<file path="src/rtl/tbsc_regs.svh">
// register offsets, field positions, reset values and timing counts of the timer control block
`ifndef TBSC_REGS_SVH
`define TBSC_REGS_SVH
// ----------------------------------------------------------------
// offsets
// ----------------------------------------------------------------
`define TBSC_OFF_CTRL 8'h00
`define TBSC_OFF_SMODE 8'h04
`define TBSC_OFF_PRE 8'h08
`define TBSC_OFF_OUTCFG 8'h0C
`define TBSC_OFF_STATUS 8'h10
`define TBSC_OFF_EVENT 8'h14
`define TBSC_OFF_RELOAD 8'h18
`define TBSC_OFF_ACT 8'h1C
`define TBSC_OFF_COUNT 8'h20
`define TBSC_OFF_LOCK 8'h24
// ----------------------------------------------------------------
// control, slave-mode, status and event fields
// ----------------------------------------------------------------
`define TBSC_CTRL_CNT_EN 0
`define TBSC_CTRL_URS 1
`define TBSC_CTRL_AOE 2
`define TBSC_CTRL_BRK_EN 3
`define TBSC_CTRL_BRK_POL 4
`define TBSC_CTRL_IDLE_OFF_STATE_SELECT 5
`define TBSC_CTRL_MOE 6
`define TBSC_CTRL_BIE 9
`define TBSC_CTRL_CIE 10
`define TBSC_CTRL_CDE 11
`define TBSC_CTRL_EXTERNAL_EDGE_CLOCK_ENABLE 12
`define TBSC_CTRL_EXTERNAL_TRIGGER_POLARITY 13
`define TBSC_CTRL_DBG_HALT 14
`define TBSC_CTRL_COM_TRG 15
`define TBSC_SM_CH1P 6
`define TBSC_SM_CH2P 7
`define TBSC_ST_BRK 0
`define TBSC_ST_TRG 1
`define TBSC_ST_COM 2
`define TBSC_ST_MOE 3
`define TBSC_EV_UPD 0
`define TBSC_EV_COM 1
`define TBSC_EV_BRK 2
// ----------------------------------------------------------------
// reset values and timing
// ----------------------------------------------------------------
`define TBSC_CTRL_RST 16'h0000
`define TBSC_RELOAD_RST 16'hFFFF
`define TBSC_CLK_NS 100
`define TBSC_DEAD_TIME_NS 200
`define TBSC_DEAD_CYC ((`TBSC_DEAD_TIME_NS + `TBSC_CLK_NS - 1) / `TBSC_CLK_NS)
`endif

</file>
<file path="src/rtl/tbsc_pkg.sv">
// types shared by the timer control block
`include "tbsc_regs.svh"
package tbsc_pkg;
  typedef enum logic [2:0] {
    TBSC_SM_OFF = 3'b000,
    TBSC_SM_RESET = 3'b100,
    TBSC_SM_GATED = 3'b101,
    TBSC_SM_TRIGGER = 3'b110
  } tbsc_slave_type;
  typedef struct packed {
    logic [2:0] output_mode_setting;
    logic main_output_channel_enable;
    logic complementary_channel_enable;
  } tbsc_chan_type;
  typedef struct packed {
    logic [7:0] addr;
    logic [31:0] wdata;
    logic wr;
    logic rd;
  } tbsc_bus_type;
  typedef struct packed {
    logic brk;
    logic cmp;
    logic ti1;
    logic ti2;
    logic external_trigger_pin;
  } tbsc_pins_type;
  typedef struct packed {
    logic main_channel_output;
    logic main_oe;
    logic complementary_channel_output;
    logic comp_oe;
  } tbsc_out_type;
  typedef struct packed {
    logic [15:0] ctrl;
    logic [7:0] smode;
    tbsc_chan_type [2:0] pre;
    tbsc_chan_type [2:0] act;
    logic [11:0] outcfg;
    logic [1:0] lock;
    logic lock_done;
    logic [1:0] brk_eff;
    logic [15:0] reload;
    logic [15:0] cnt;
    logic break_flag;
    logic trigger_flag;
    logic commutation_flag;
    tbsc_pins_type s1;
    tbsc_pins_type s2;
    tbsc_pins_type s3;
    tbsc_pins_type pf;
    logic trg_prev;
    logic etr_prev;
    logic moe_s1;
    logic moe_s2;
    logic [7:0] idle_cnt;
    logic sw_brk;
    logic upd;
    logic com_dma;
    logic [31:0] rdata;
  } tbsc_state_type;
endpackage

</file>
<file path="src/rtl/tbsc_core.sv">
// break protection, slave-mode trigger control and commutation of an advanced timer
//
// The plain strobed port and the register addresses were decided locally.
`timescale 1ns/1ns
module tbsc_core #(
  parameter int CHANNELS = 3,
  parameter logic [7:0] DEAD_CYC = 8'(`TBSC_DEAD_CYC)
) (
  input wire logic ref_clk,
  input wire logic reset_n,
  input wire tbsc_pkg::tbsc_bus_type bus,
  output logic [31:0] rdata,
  input wire tbsc_pkg::tbsc_pins_type pins,
  input wire logic clk_fail,
  input wire logic svm_fail,
  input wire logic hard_fault,
  input wire logic debug_halt,
  input wire logic [3:0] itr,
  input wire logic [2:0] oc_ref,
  output tbsc_pkg::tbsc_out_type [2:0] chan_out,
  output logic update_event,
  output logic timer_irq,
  output logic commutation_dma_req,
  output logic [15:0] count
);
  import tbsc_pkg::*;

  tbsc_state_type s_q;
  tbsc_state_type s_d;
  logic moe_q;
  logic moe_d;
  logic moe_clr_n;
  logic brk_async;
  logic brk_sync;
  logic trg_lvl;
  logic trg_rise;
  logic trg_fall;
  logic etr_lvl;
  logic tick;
  logic com_ev;
  logic idle_rdy;
  logic wr_ctrl;
  tbsc_slave_type sms;
  logic [2:0] main_act;
  logic [2:0] comp_act;

  // ----------------------------------------------------------------
  // break request
  // ----------------------------------------------------------------
  // OR of sources
  assign brk_async = (s_q.brk_eff[0] & (~(pins.brk ^ s_q.brk_eff[1]) | pins.cmp | clk_fail
                     | svm_fail | hard_fault)) | s_q.sw_brk;
  assign brk_sync = s_q.brk_eff[0] & (~(s_q.pf.brk ^ s_q.brk_eff[1]) | s_q.pf.cmp | clk_fail
                    | svm_fail | hard_fault);
  assign moe_clr_n = reset_n & ~brk_async;
  assign wr_ctrl = bus.wr && bus.addr == `TBSC_OFF_CTRL;

  always_comb
  begin
    moe_d = moe_q;
    if (wr_ctrl)
      moe_d = bus.wdata[`TBSC_CTRL_MOE] & ~brk_sync;
    if (s_q.upd && s_q.ctrl[`TBSC_CTRL_AOE] && !brk_sync)
      moe_d = 1'b1;
  end

  // the clear may come with no clock at all, so this flop sits outside the state record
  always_ff @(posedge ref_clk or negedge moe_clr_n)
  begin
    if (!moe_clr_n)
      moe_q <= 1'b0;
    else
      moe_q <= moe_d;
  end

  // ----------------------------------------------------------------
  // trigger selection
  // ----------------------------------------------------------------
  assign sms = tbsc_slave_type'(s_q.smode[2:0]);

  always_comb
  begin
    unique case (s_q.smode[5:3])
      3'b100: trg_lvl = s_q.pf.ti1;
      3'b101: trg_lvl = s_q.pf.ti1 ^ s_q.smode[`TBSC_SM_CH1P];
      3'b110: trg_lvl = s_q.pf.ti2 ^ s_q.smode[`TBSC_SM_CH2P];
      3'b111: trg_lvl = s_q.pf.external_trigger_pin ^ s_q.ctrl[`TBSC_CTRL_EXTERNAL_TRIGGER_POLARITY];
      default: trg_lvl = itr[s_q.smode[4:3]];
    endcase
  end

  assign trg_rise = trg_lvl & ~s_q.trg_prev;
  assign trg_fall = ~trg_lvl & s_q.trg_prev;
  assign etr_lvl = s_q.pf.external_trigger_pin ^ s_q.ctrl[`TBSC_CTRL_EXTERNAL_TRIGGER_POLARITY];
  assign tick = s_q.ctrl[`TBSC_CTRL_CNT_EN] & ~(debug_halt & s_q.ctrl[`TBSC_CTRL_DBG_HALT])
                & (~s_q.ctrl[`TBSC_CTRL_EXTERNAL_EDGE_CLOCK_ENABLE] | (etr_lvl & ~s_q.etr_prev))
                & (sms != TBSC_SM_GATED | trg_lvl);
  assign com_ev = (bus.wr && bus.addr == `TBSC_OFF_EVENT && bus.wdata[`TBSC_EV_COM])
                  | (s_q.ctrl[`TBSC_CTRL_COM_TRG] & trg_rise);
  assign idle_rdy = s_q.idle_cnt == DEAD_CYC;

  // ----------------------------------------------------------------
  // next state
  // ----------------------------------------------------------------
  always_comb
  begin
    s_d = s_q;
    s_d.s1 = pins;
    s_d.s2 = s_q.s1;
    s_d.s3 = s_q.s2;
    for (int b = 0; b < 5; b++)
      if (s_q.s2[b] == s_q.s3[b])
        s_d.pf[b] = s_q.s3[b];
    s_d.trg_prev = trg_lvl;
    s_d.etr_prev = etr_lvl;
    // readback path of the output enable
    s_d.moe_s1 = moe_q;
    s_d.moe_s2 = s_q.moe_s1;
    // dead-time restarts only once the resynchronised enable has fallen
    if (s_q.moe_s2)
      s_d.idle_cnt = 8'h00;
    else if (!idle_rdy)
      s_d.idle_cnt = s_q.idle_cnt + 8'h01;
    // configuration lags the write by one cycle
    s_d.brk_eff = {s_q.ctrl[`TBSC_CTRL_BRK_POL], s_q.ctrl[`TBSC_CTRL_BRK_EN]};
    s_d.sw_brk = 1'b0;
    s_d.upd = 1'b0;
    s_d.com_dma = 1'b0;
    s_d.rdata = 32'h0000_0000;
    if (bus.rd)
    begin
      unique case (bus.addr)
        // break bits read back their effective copy, so a write shows one cycle later
        `TBSC_OFF_CTRL: s_d.rdata = {16'h0000, s_q.ctrl[15:7], s_q.moe_s2, s_q.ctrl[5],
                                     s_q.brk_eff, s_q.ctrl[2:0]};
        `TBSC_OFF_SMODE: s_d.rdata = {24'h00_0000, s_q.smode};
        `TBSC_OFF_PRE: s_d.rdata = {17'h0_0000, s_q.pre};
        `TBSC_OFF_OUTCFG: s_d.rdata = {20'h0_0000, s_q.outcfg};
        `TBSC_OFF_STATUS: s_d.rdata = {28'h000_0000, s_q.moe_s2, s_q.commutation_flag,
                                       s_q.trigger_flag, s_q.break_flag};
        `TBSC_OFF_RELOAD: s_d.rdata = {16'h0000, s_q.reload};
        `TBSC_OFF_ACT: s_d.rdata = {17'h0_0000, s_q.act};
        `TBSC_OFF_COUNT: s_d.rdata = {16'h0000, s_q.cnt};
        `TBSC_OFF_LOCK: s_d.rdata = {29'h0000_0000, s_q.lock_done, s_q.lock};
        default: s_d.rdata = 32'h0000_0000;
      endcase
    end
    if (bus.wr)
    begin
      unique case (bus.addr)
        `TBSC_OFF_CTRL:
        begin
          s_d.ctrl = bus.wdata[15:0];
          s_d.ctrl[`TBSC_CTRL_MOE] = 1'b0;
          if (s_q.lock != 2'b00)
          begin
            s_d.ctrl[`TBSC_CTRL_BRK_EN] = s_q.ctrl[`TBSC_CTRL_BRK_EN];
            s_d.ctrl[`TBSC_CTRL_BRK_POL] = s_q.ctrl[`TBSC_CTRL_BRK_POL];
            s_d.ctrl[`TBSC_CTRL_IDLE_OFF_STATE_SELECT] = s_q.ctrl[`TBSC_CTRL_IDLE_OFF_STATE_SELECT];
          end
        end
        `TBSC_OFF_SMODE: s_d.smode = bus.wdata[7:0];
        `TBSC_OFF_PRE:
          if (s_q.lock != 2'b11)
            s_d.pre = bus.wdata[14:0];
        `TBSC_OFF_OUTCFG:
        begin
          if (s_q.lock == 2'b00)
            s_d.outcfg[5:0] = bus.wdata[5:0];
          if (s_q.lock < 2'b10)
            s_d.outcfg[11:6] = bus.wdata[11:6];
        end
        `TBSC_OFF_STATUS:
        begin
          if (bus.wdata[`TBSC_ST_BRK] && !brk_sync)
            s_d.break_flag = 1'b0;
          if (bus.wdata[`TBSC_ST_TRG])
            s_d.trigger_flag = 1'b0;
          if (bus.wdata[`TBSC_ST_COM])
            s_d.commutation_flag = 1'b0;
        end
        `TBSC_OFF_EVENT:
        begin
          s_d.sw_brk = bus.wdata[`TBSC_EV_BRK];
          if (bus.wdata[`TBSC_EV_UPD])
          begin
            s_d.cnt = 16'h0000;
            s_d.upd = 1'b1;
          end
        end
        `TBSC_OFF_RELOAD: s_d.reload = bus.wdata[15:0];
        `TBSC_OFF_LOCK:
          if (!s_q.lock_done)
          begin
            s_d.lock = bus.wdata[1:0];
            s_d.lock_done = 1'b1;
          end
        default: s_d = s_d;
      endcase
    end
    // hardware events come after software clears so a coincident set is kept
    // break flag
    if (brk_sync || s_q.sw_brk)
      s_d.break_flag = 1'b1;
    if (tick)
    begin
      if (s_q.cnt == s_q.reload)
      begin
        s_d.cnt = 16'h0000;
        s_d.upd = 1'b1;
      end
      else
        s_d.cnt = s_q.cnt + 16'h0001;
    end
    unique case (sms)
      TBSC_SM_RESET:
        if (trg_rise)
        begin
          s_d.cnt = 16'h0000;
          s_d.upd = ~s_q.ctrl[`TBSC_CTRL_URS];
          s_d.trigger_flag = 1'b1;
        end
      TBSC_SM_TRIGGER:
        if (trg_rise)
        begin
          s_d.ctrl[`TBSC_CTRL_CNT_EN] = 1'b1;
          s_d.trigger_flag = 1'b1;
        end
      TBSC_SM_GATED:
        if (trg_rise || trg_fall)
          s_d.trigger_flag = 1'b1;
      default: s_d.trigger_flag = s_d.trigger_flag;
    endcase
    if (com_ev)
    begin
      s_d.act = s_q.pre;
      s_d.commutation_flag = 1'b1;
      s_d.com_dma = s_q.ctrl[`TBSC_CTRL_CDE];
    end
  end

  // break off, flags and enables clear
  always_ff @(posedge ref_clk or negedge reset_n)
  begin
    if (!reset_n)
    begin
      s_q <= '0;
      s_q.ctrl <= `TBSC_CTRL_RST;
      s_q.reload <= `TBSC_RELOAD_RST;
    end
    else
      s_q <= s_d;
  end

  // ----------------------------------------------------------------
  // channel outputs
  // ----------------------------------------------------------------
  // outputs stay combinational so a break reaches the pins with no clock
  for (genvar i = 0; i < CHANNELS; i++)
  begin : g_chan
    logic refm;
    logic m_idle;
    logic c_idle;
    logic m_pol;
    logic c_pol;
    tbsc_chan_type ac;
    assign ac = s_q.act[i];
    assign m_pol = s_q.outcfg[6 + i];
    assign c_pol = s_q.outcfg[9 + i];
    always_comb
    begin
      unique case (ac.output_mode_setting)
        3'b100: refm = 1'b0;
        3'b101: refm = 1'b1;
        3'b111: refm = ~oc_ref[i];
        default: refm = oc_ref[i];
      endcase
    end
    assign m_idle = s_q.outcfg[i] ^ m_pol;
    assign c_idle = s_q.outcfg[3 + i] ^ c_pol;
    // complementary side yields when both would be active
    always_comb
    begin
      if (moe_q)
      begin
        main_act[i] = refm & ac.main_output_channel_enable;
        comp_act[i] = (ac.main_output_channel_enable ? ~refm : refm)
                      & ac.complementary_channel_enable;
      end
      else if (!idle_rdy)
      begin
        main_act[i] = 1'b0;
        comp_act[i] = 1'b0;
      end
      else
      begin
        main_act[i] = m_idle;
        comp_act[i] = c_idle & ~m_idle;
      end
      if (main_act[i])
        comp_act[i] = 1'b0;
    end
    assign chan_out[i].main_channel_output = main_act[i] ^ m_pol;
    assign chan_out[i].complementary_channel_output = comp_act[i] ^ c_pol;
    // with the main enable low, enables released unless idle off-state is set
    assign chan_out[i].main_oe = moe_q ? ac.main_output_channel_enable
      : s_q.ctrl[`TBSC_CTRL_IDLE_OFF_STATE_SELECT] & (ac.main_output_channel_enable
      | ac.complementary_channel_enable);
    assign chan_out[i].comp_oe = moe_q ? ac.complementary_channel_enable
      : s_q.ctrl[`TBSC_CTRL_IDLE_OFF_STATE_SELECT] & (ac.main_output_channel_enable
      | ac.complementary_channel_enable);
  end

  assign rdata = s_q.rdata;
  assign update_event = s_q.upd;
  assign count = s_q.cnt;
  assign commutation_dma_req = s_q.com_dma;
  assign timer_irq = (s_q.break_flag & s_q.ctrl[`TBSC_CTRL_BIE])
                     | (s_q.commutation_flag & s_q.ctrl[`TBSC_CTRL_CIE]);
endmodule

</file>
<file path="config.mk">
export PLATFORM = sky130hd
export DESIGN_NAME = tbsc_core
export DESIGN_NICKNAME = d
export VERILOG_FILES = /design/src/rtl/tbsc_pkg.sv /design/src/rtl/tbsc_core.sv
export VERILOG_INCLUDE_DIRS = /design/src /design/src/rtl
export SDC_FILE = /design/constraint.sdc
export NUM_CORES = 1
export LEC_CHECK = 0
export BUFFER_PORTS_ARGS = -buffer_cell sky130_fd_sc_hd__buf_2
export CAP_MARGIN = 20
export CORE_AREA = 3 3 131 133
export CTS_CLUSTER_SIZE = 10
export DETAILED_ROUTE_END_ITERATION = 6
export DIE_AREA = 0 0 134 136
export PLACE_DENSITY = 0.69
export RECOVER_POWER = 50
export SLEW_MARGIN = 20
export SYNTH_ARGS = -nofsm -noshare
export SYNTH_HDL_FRONTEND = slang
export SYNTH_SLANG_ARGS = --single-unit
</file>
<file path="constraint.sdc">
create_clock -name ref_clk -period 3.6 [get_ports ref_clk]
set_input_delay 0.18 -clock ref_clk [delete_from_list [all_inputs] [get_ports ref_clk]]
set_output_delay 0.18 -clock ref_clk [all_outputs]
set_load 0.1 [all_outputs]
</file>
# == Word-level counts from Yosys, hierarchy flattened ==
# Cells that the tools add are included.
# word_totals
out_inout_bits,63
register_bits,173
# op_classes
n_reduce_logical,31
n_addsub,2
bitwise,80
order_cmp,2
n_eq_ne,34
muxes,77
# ops
cell,n
two-way mux 158 bit,1
case mux 16 bit (9 select lines),1
two-way mux 16 bit,8
== test 3 bit (second input constant),16
two-way mux 1 bit,48
two-way mux 15 bit,3
== test 8 x 5 -> 1 bit (second input constant),4
bitwise AND 1 bit,26
two-way mux 8 bit,3
inverter 1 bit,21
AND reduction 3 bit,7
XOR 1 bit,17
adder 16 x 1 -> 16 bit (second input constant),1
== test 16 bit,1
== test 8 x 4 -> 1 bit (second input constant),2
== test 8 x 6 -> 1 bit (second input constant),2
bitwise OR 1 bit,16
nonzero test 2 bit,8
two-way mux 12 bit,1
two-way mux 6 bit,2
two-way mux 3 bit,3
case mux 1 bit (3 select lines),3
adder 8 x 1 -> 8 bit (second input constant),1
== test 8 x 2 -> 1 bit (second input constant),1
other kinds (17),30

# == Depth between registers and ports, before layout ==
# Gate-level depths: netlist of the first run.
# logic_depth
depth_word,16
mapped_depth,12

# == Least setup slack after synthesis of the first run ==
# OpenSTA, ideal clock, no wires.
# synth_timing
path_kind,reg-to-output
startpoint,register s_q (netlist bit g_chan[0].ac[3])
endpoint,output port chan_out[3] (netlist bit)
required_ns,3.420
path_slack_ns,0.345
stages_incl_launch_ff,7
t_arrival_ns,3.075
path_buffers,0
cell_sequence,dfrtp_1 -> o21ai_0 -> a21oi_1 -> ha_1 -> nor2_1 -> a21oi_1 -> o21ai_0
# synth_rtl
element,line_no,source
"start, declared",tbsc_core.sv:28,tbsc_state_type s_q;
"end, declared",tbsc_core.sv:20,"output tbsc_pkg::tbsc_out_type [2:0] chan_out,"

==> reports/results.ini, run 1 <==
[cts]
tritoncts.num_buffers=17
cts_max_path_buffers=2
tritoncts_clock_tree=built
cts.sinks=157
ctsResizeCount=0
clock-root-buffer=clkbuf_16
htree_levels=4
path_clk_slew_ns=0.06
clock_latency_ns=0.43

[logic_synthesis]
synth_enable_flop_cells=0
library_cells_used_by_synthesis=59
postSynth.topFlopCell=dfrtp_1
postSynthCellCount=704
synth.cells.most_frequent=141 x dfrtp_1, 84 x mux2_2, 49 x nand2_1, 48 x buf_4, 42 x nor2_1
netlist.top_cell.by_area=dfrtp_1
sequential_fraction_of_the_synthesis_area=0.505
ys_top_cells_by_area=dfrtp_1 45%, mux2_2 12%, dfstp_2 5.4%
ys_async_sr_fraction=1.00
post_synth.cell_area_avg_um2=11.1
total_standard_cell_area_after_synthesis_um2=7820
synth_warnings=0
yosys.cell_count.top_type=dfrtp_1
synthesized_flop_and_latch_total=157
synth_largest_type_area_fraction=0.451

[worst_setup_path]
timing.critical_path.fanout_max=17
cp.required_ns=3.90
worstPathArrival_ns=3.53
reg2reg_setup_slack_ns=0.37
cp-start-kind=register
critical_path.endpoint_type=register
worst_r2r_endpoint=count[13]
reg2reg_depth=10
critPathKind=reg -> reg
worst_setup_path_startpoint=s_q[153]
rr_startpoint=s_q[153]

[route]
route.final.wire_length_um=20700
ant_nets=0
remaining_drc_errors=0
detail_route.iter0.violations=637
via_density=6.01
num_vias=5971
wl_per_cell_um=20.8
dr.pass1.iters=7

[floorplanning]
core.rowCount=46
num_io_pins=123
design.core.area_um2=15900
initial_core_util=0.491
die_ar_um2=18200
floorplan.die.height_um=136
die_width_um=134

[timing]
worst_clk_skew_ns=0.0102
final_min_period_over_clock_period=0.897
worst_hold_margin_ns=0.0184
timing.final.ws_setup_ns=0.369
totalNegativeSetupSlack_ns=0
timing.slew.headroom=-0.465
count_of_endpoints_failing_setup_in_the_final_report=0
max_slew.worst_pin.slew_ns=2.20
report.final.slew_viol_count=103
max_freq_ghz=0.310
final_hold_viol_count=0
rsz_0062_raised_after_global_routing=no
min_period_ns=3.23

[power]
post-layout-total-power_uw=4350
peak_supply_drop_uv=349
p_leak_uw=0.00413
cellPowerDensity_nw_per_um2=496

[grt]
grt_first_pass_wirelength_um=32300
first_global_vias=5909
grt_start_max_net_pins=92
grtUsageTotal=0.230
grt-ovfl-total=0
antenna_found_initial=0

[placement]
worst_setup_slack_before_clock_tree_synthesis_ns=0.500
placement.io_buffers=90
place.detailed.instances=956
gp_routability_congestion=0.944
hpwlAfterDp_um=14900

[hold_path]
hp-start=bus[17]
hold_depth=2
hold_path_class=in -> reg
worst_hold_path.endpoint=s_q[101]

[status]
violations=max-capacitance violations, max-slew violations
outcome=complete, but fails checks

[run]
timing.max_cap.violations=2

[cells_and_area]
insertedDiodeCount=0
finalNonFillerCells=994
final_nets=832
synthToLayoutAreaGrowth_pct=12.1
drive_gt1_frac=0.285
num-fill-cells=1363

[layout make-up]
type                    instances  area (um^2)  area share
clock buffers                  20          447      0.0509
well taps                     216          270      0.0308
inverters                       6         22.5     0.00257
repair buffers                108          577      0.0658
multi-input cells             475         3410       0.389
clock inverters                12         96.3      0.0110
flip-flops and latches        157         3950       0.450
[per-stage QoR]
stage,util,area [um^2]
6_report,0.550,8770
3_5_place_dp,0.515,8210
5_1_grt,0.550,8770
4_1_cts,0.553,8820
2_1_floorplan,-,7880
3_3_place_gp,0.515,8210
[worst max path at each step]
stage	to	slack [ns]	cells after the start
floorplan	chan_out[3]	0.35	6
global placement	count[13]	0.64	10
detailed placement	count[13]	0.50	10
CTS	chan_out[9]	0.39	7
global route	count[15]	0.06	3
finish	count[13]	0.37	10
[placed cells by master (no fill, tap or decap), types with 4 or more instances in the layout]
cell type / netlist / routed
a211o_1: 4 / 4
a21oi_1: 26 / 26
a221o_1: 11 / 11
a222oi_1: 9 / 9
a22o_1: 5 / 5
a22oi_1: 23 / 23
a31oi_1: 9 / 9
a32oi_1: 5 / 5
and3_1: 13 / 13
buf_2: 3 / 70
buf_4: 48 / 11
clkbuf_1: 26 / 21
clkbuf_16: 0 / 17
clkinv_2: 0 / 7
conb_1: 1 / 16
dfrtp_1: 141 / 141
dfstp_2: 16 / 16
dlygate4sd3_1: 0 / 6
ha_1: 7 / 7
inv_1: 5 / 5
maj3_1: 5 / 5
mux2_2: 84 / 84
mux2i_1: 5 / 5
nand2_1: 49 / 49
nand2b_1: 8 / 8
nand3_1: 33 / 33
nand4_1: 6 / 6
nor2_1: 42 / 42
nor2b_1: 4 / 4
nor3_1: 15 / 15
nor4_1: 12 / 12
nor4b_1: 3 / 4
o21ai_0: 10 / 10
xnor2_1: 7 / 7
xor2_1: 23 / 23
[registers in the layout (all words and copies together) (netlist names)]
name	count
g_chan.c_pol	3
commutation_dma_req	1
g_chan.m_pol	3
s_q	101
rdata	16
moe_q	1
count	16
update_event	1
g_chan.ac	15
[per-layer routing]
layer,part of all wire,GRT usage,vias to the layer above
met5,0,0,-
met4,0.030,0.0994,0
met3,0.075,0.0433,40
met2,0.48,0.379,297
met1,0.42,0.299,2983
li1,-,-,2651
[worst max-delay path, stage by stage, from the launching register on]
cell and delay [ns]:
dfrtp_1 0.47, nor4bb_1 0.34, a31o_2 0.17, nor4b_1 0.05
nor2_1 0.16, ha_1 0.20, nand2b_1 0.11, or3b_2 0.55
nand2_1 0.49, nor2_2 0.20, a221o_1 0.36
[timing repair]
action,4_1_cts,5_1_grt
setup buffers,0,0
hold buffers,6,0
hold endpoints to repair,88,0
[cells by family after synthesis]
group | after synthesis | share of synthesized area
and+or+nand+nor | 208 | 0.135
DFF | 157 | 0.505
AOI/OAI and AO/OA | 118 | 0.111
muxes | 91 | 0.132
buffers and inverters | 87 | 0.0662
xor gates and xnor gates | 30 | 0.0336
adders and majority gates | 12 | 0.0176
other | 1 | 0.000479
[power breakdown]
group | switching (uW) | internal (uW)
sequential | 146 | 1890
combinational | 468 | 194
clock | 694 | 960
Note: power is estimated with default switching activity, not from simulation.
==> run 2, diff against run 1 <==
- CORE_AREA: 3 3 131 133 -> 3 3 134 136
- DIE_AREA: 0 0 134 136 -> 0 0 137 139
- PLACE_DENSITY: 0.69 -> 0.67
==> run 2 against run 1 <==
- the flow still finishes with violations (max-capacitance violations, max-slew violations)
- register-to-register slack better by 0.07 ns
- power up 5.9%
- largest cell class unchanged
- via count down 1.2%
- sequential share of layout area down 0.63 points
- final cell count up 1.3%
- largest power group unchanged
- hold slack better by 0.0028 ns
- first-iteration DRC count up 16%
- non-clock buffer count up 4
- routed wire length up 0.90%
- critical path type unchanged
- sequential cell count unchanged
==> reports/results.ini, run 2 (synthesis results as in run 1) <==
[cts]
tritoncts_clock_tree=built
clock_latency_ns=0.43
ctsResizeCount=0
clock-root-buffer=clkbuf_16
cts.sinks=157
htree_levels=4
cts_max_path_buffers=2
path_clk_slew_ns=0.07
tritoncts.num_buffers=17

[placement]
placement.io_buffers=90
gp_routability_congestion=0.894
post_dp_cell_area_um2=8240
hpwlAfterDp_um=14700

[cells_and_area]
stdcell_area_um2=8890
most_frequent_cells_in_the_layout=141 x dfrtp_1, 84 x mux2_2, 70 x buf_2
synthToLayoutAreaGrowth_pct=13.7
drive_gt1_frac=0.288
regMostFlops=s_q
final_common_cell=dfrtp_1
largest_register_ffs=101
multi_input_area_um2=3410
num-fill-cells=1511
final_nets=836
final-seq-area_um2=3950
finalCoreUtilization=0.521
insertedDiodeCount=0

[worst_setup_path]
cp-start-kind=register
rr_startpoint=s_q[170]
worstSetupPathDepth=10
critical_path.endpoint_type=register
critical_path.slowest_cell=or3b_2
crit_path_end=count[6]
worst_r2r_endpoint=count[6]
worst_setup_path_startpoint=s_q[170]
worstPathArrival_ns=3.47
critPathKind=reg -> reg
timing.critical_path.cells=xor2_1 -> a31o_2 -> nor4b_1 -> nor2_1 -> ha_1 -> nand2b_1 -> or3b_2 -> nand2_1 -> nor2_2 -> a221o_1
critical-path-top-delay-family=simple AND/OR/NAND/NOR gates
cp.required_ns=3.91
cpPeakStageDelay_ns=0.54
critical_path_buf_inv_count=0
reg2reg_depth=10
reg2reg_setup_slack_ns=0.44
timing.critical_path.fanout_max=17

[floorplanning]
initial_core_util=0.459
core.rowCount=48
die_ar_um2=19000
num_io_pins=123
die_width_um=137
floorplan.die.height_um=139
design.core.area_um2=17100

[timing]
timing.slew.headroom=-0.874
max_slew.worst_pin.slew_ns=2.81
final_min_period_over_clock_period=0.879
report.final.slew_viol_count=127
rsz_0062_raised_after_global_routing=no
worst_hold_margin_ns=0.0212
count_of_endpoints_failing_setup_in_the_final_report=0
max_freq_ghz=0.316
final_hold_viol_count=0
min_period_ns=3.16
totalNegativeSetupSlack_ns=0
worst_clk_skew_ns=0.0101

[route]
route.final.wire_length_um=20900
wl_per_cell_um=20.8
num_vias=5901
detail_route.iter0.violations=737
via_density=5.86
ant_nets=0
dr.pass1.iters=6
remaining_drc_errors=0

[power]
cellPowerDensity_nw_per_um2=518
power_report.internal_total_uw=3250
post-layout-total-power_uw=4610
p_sw_uw=1360
power.sequential.fraction=0.441
comb_power_share=0.144
p_clk_frac=0.415
peak_supply_drop_uv=382
power_switching_share=0.294
p_leak_uw=0.00417

[grt]
antenna_found_initial=0
grt_start_max_net_pins=116
grt-ovfl-total=0
grtUsageTotal=0.229
grt_first_pass_wirelength_um=33600
first_global_vias=6001

[run]
timing.max_cap.violations=2

[status]
violations=max-capacitance violations, max-slew violations
outcome=complete, but fails checks

[hold_path]
hold_path_class=in -> reg

-- run 2: worst min path at each step --
stage | start | end | slack (ns) | cells after the start
floorplan | reset_n | commutation_dma_req | -0.12 | 0
global placement | s_q[34] | moe_q | 0.23 | 1
detailed placement | s_q[34] | moe_q | 0.23 | 1
CTS | bus[15] | s_q[99] | 0.006 | 2
global route | bus[17] | s_q[172] | 0.008 | 2
finish | bus[15] | s_q[99] | 0.02 | 2
-- run 2: layer usage --
metal | global-route usage | up-vias | part of all wire
met5 | 0 | - | 0
met4 | 0.0909 | 0 | 0.028
met3 | 0.0504 | 40 | 0.068
met2 | 0.359 | 251 | 0.48
met1 | 0.308 | 2962 | 0.42
li1 | - | 2648 | -
-- run 2: through the flow --
| stage | std cells | worst slack (ns) |
|---|---|---|
| 5_1_grt | 1007 | 0.204 |
| 3_5_place_dp | 968 | 0.506 |
| 3_3_place_gp | 968 | 0.638 |
| 6_report | 1007 | 0.436 |
| 2_1_floorplan | 719 | 0.345 |
| 4_1_cts | 1007 | 0.459 |
-- run 2: layout make-up --
class	instances	share of cell area
inverter	6	0.00253
sequential	157	0.444
clock inverter	13	0.0214
tap	225	0.0317
clock buffer	19	0.0487
multi-input combinational	475	0.383
timing repair buffer	112	0.0685
-- run 2: power groups by stage --
stage	logic (uW)	clock network (uW)	registers, uW
5_1_grt	721	2020	2050
2_1_floorplan	517	0	2010
3_3_place_gp	635	0	2050
3_5_place_dp	656	0	2060
4_1_cts	664	1930	2030
6_report	661	1910	2030
-- run 2: what timing repair did --
| item | CTS | global route |
|---|---|---|
| hold buffers | 7 | 0 |
| endpoints found under the hold margin | 106 | 0 |
| setup endpoints to repair | 0 | 0 |
| buffers inserted | 0 | 0 |
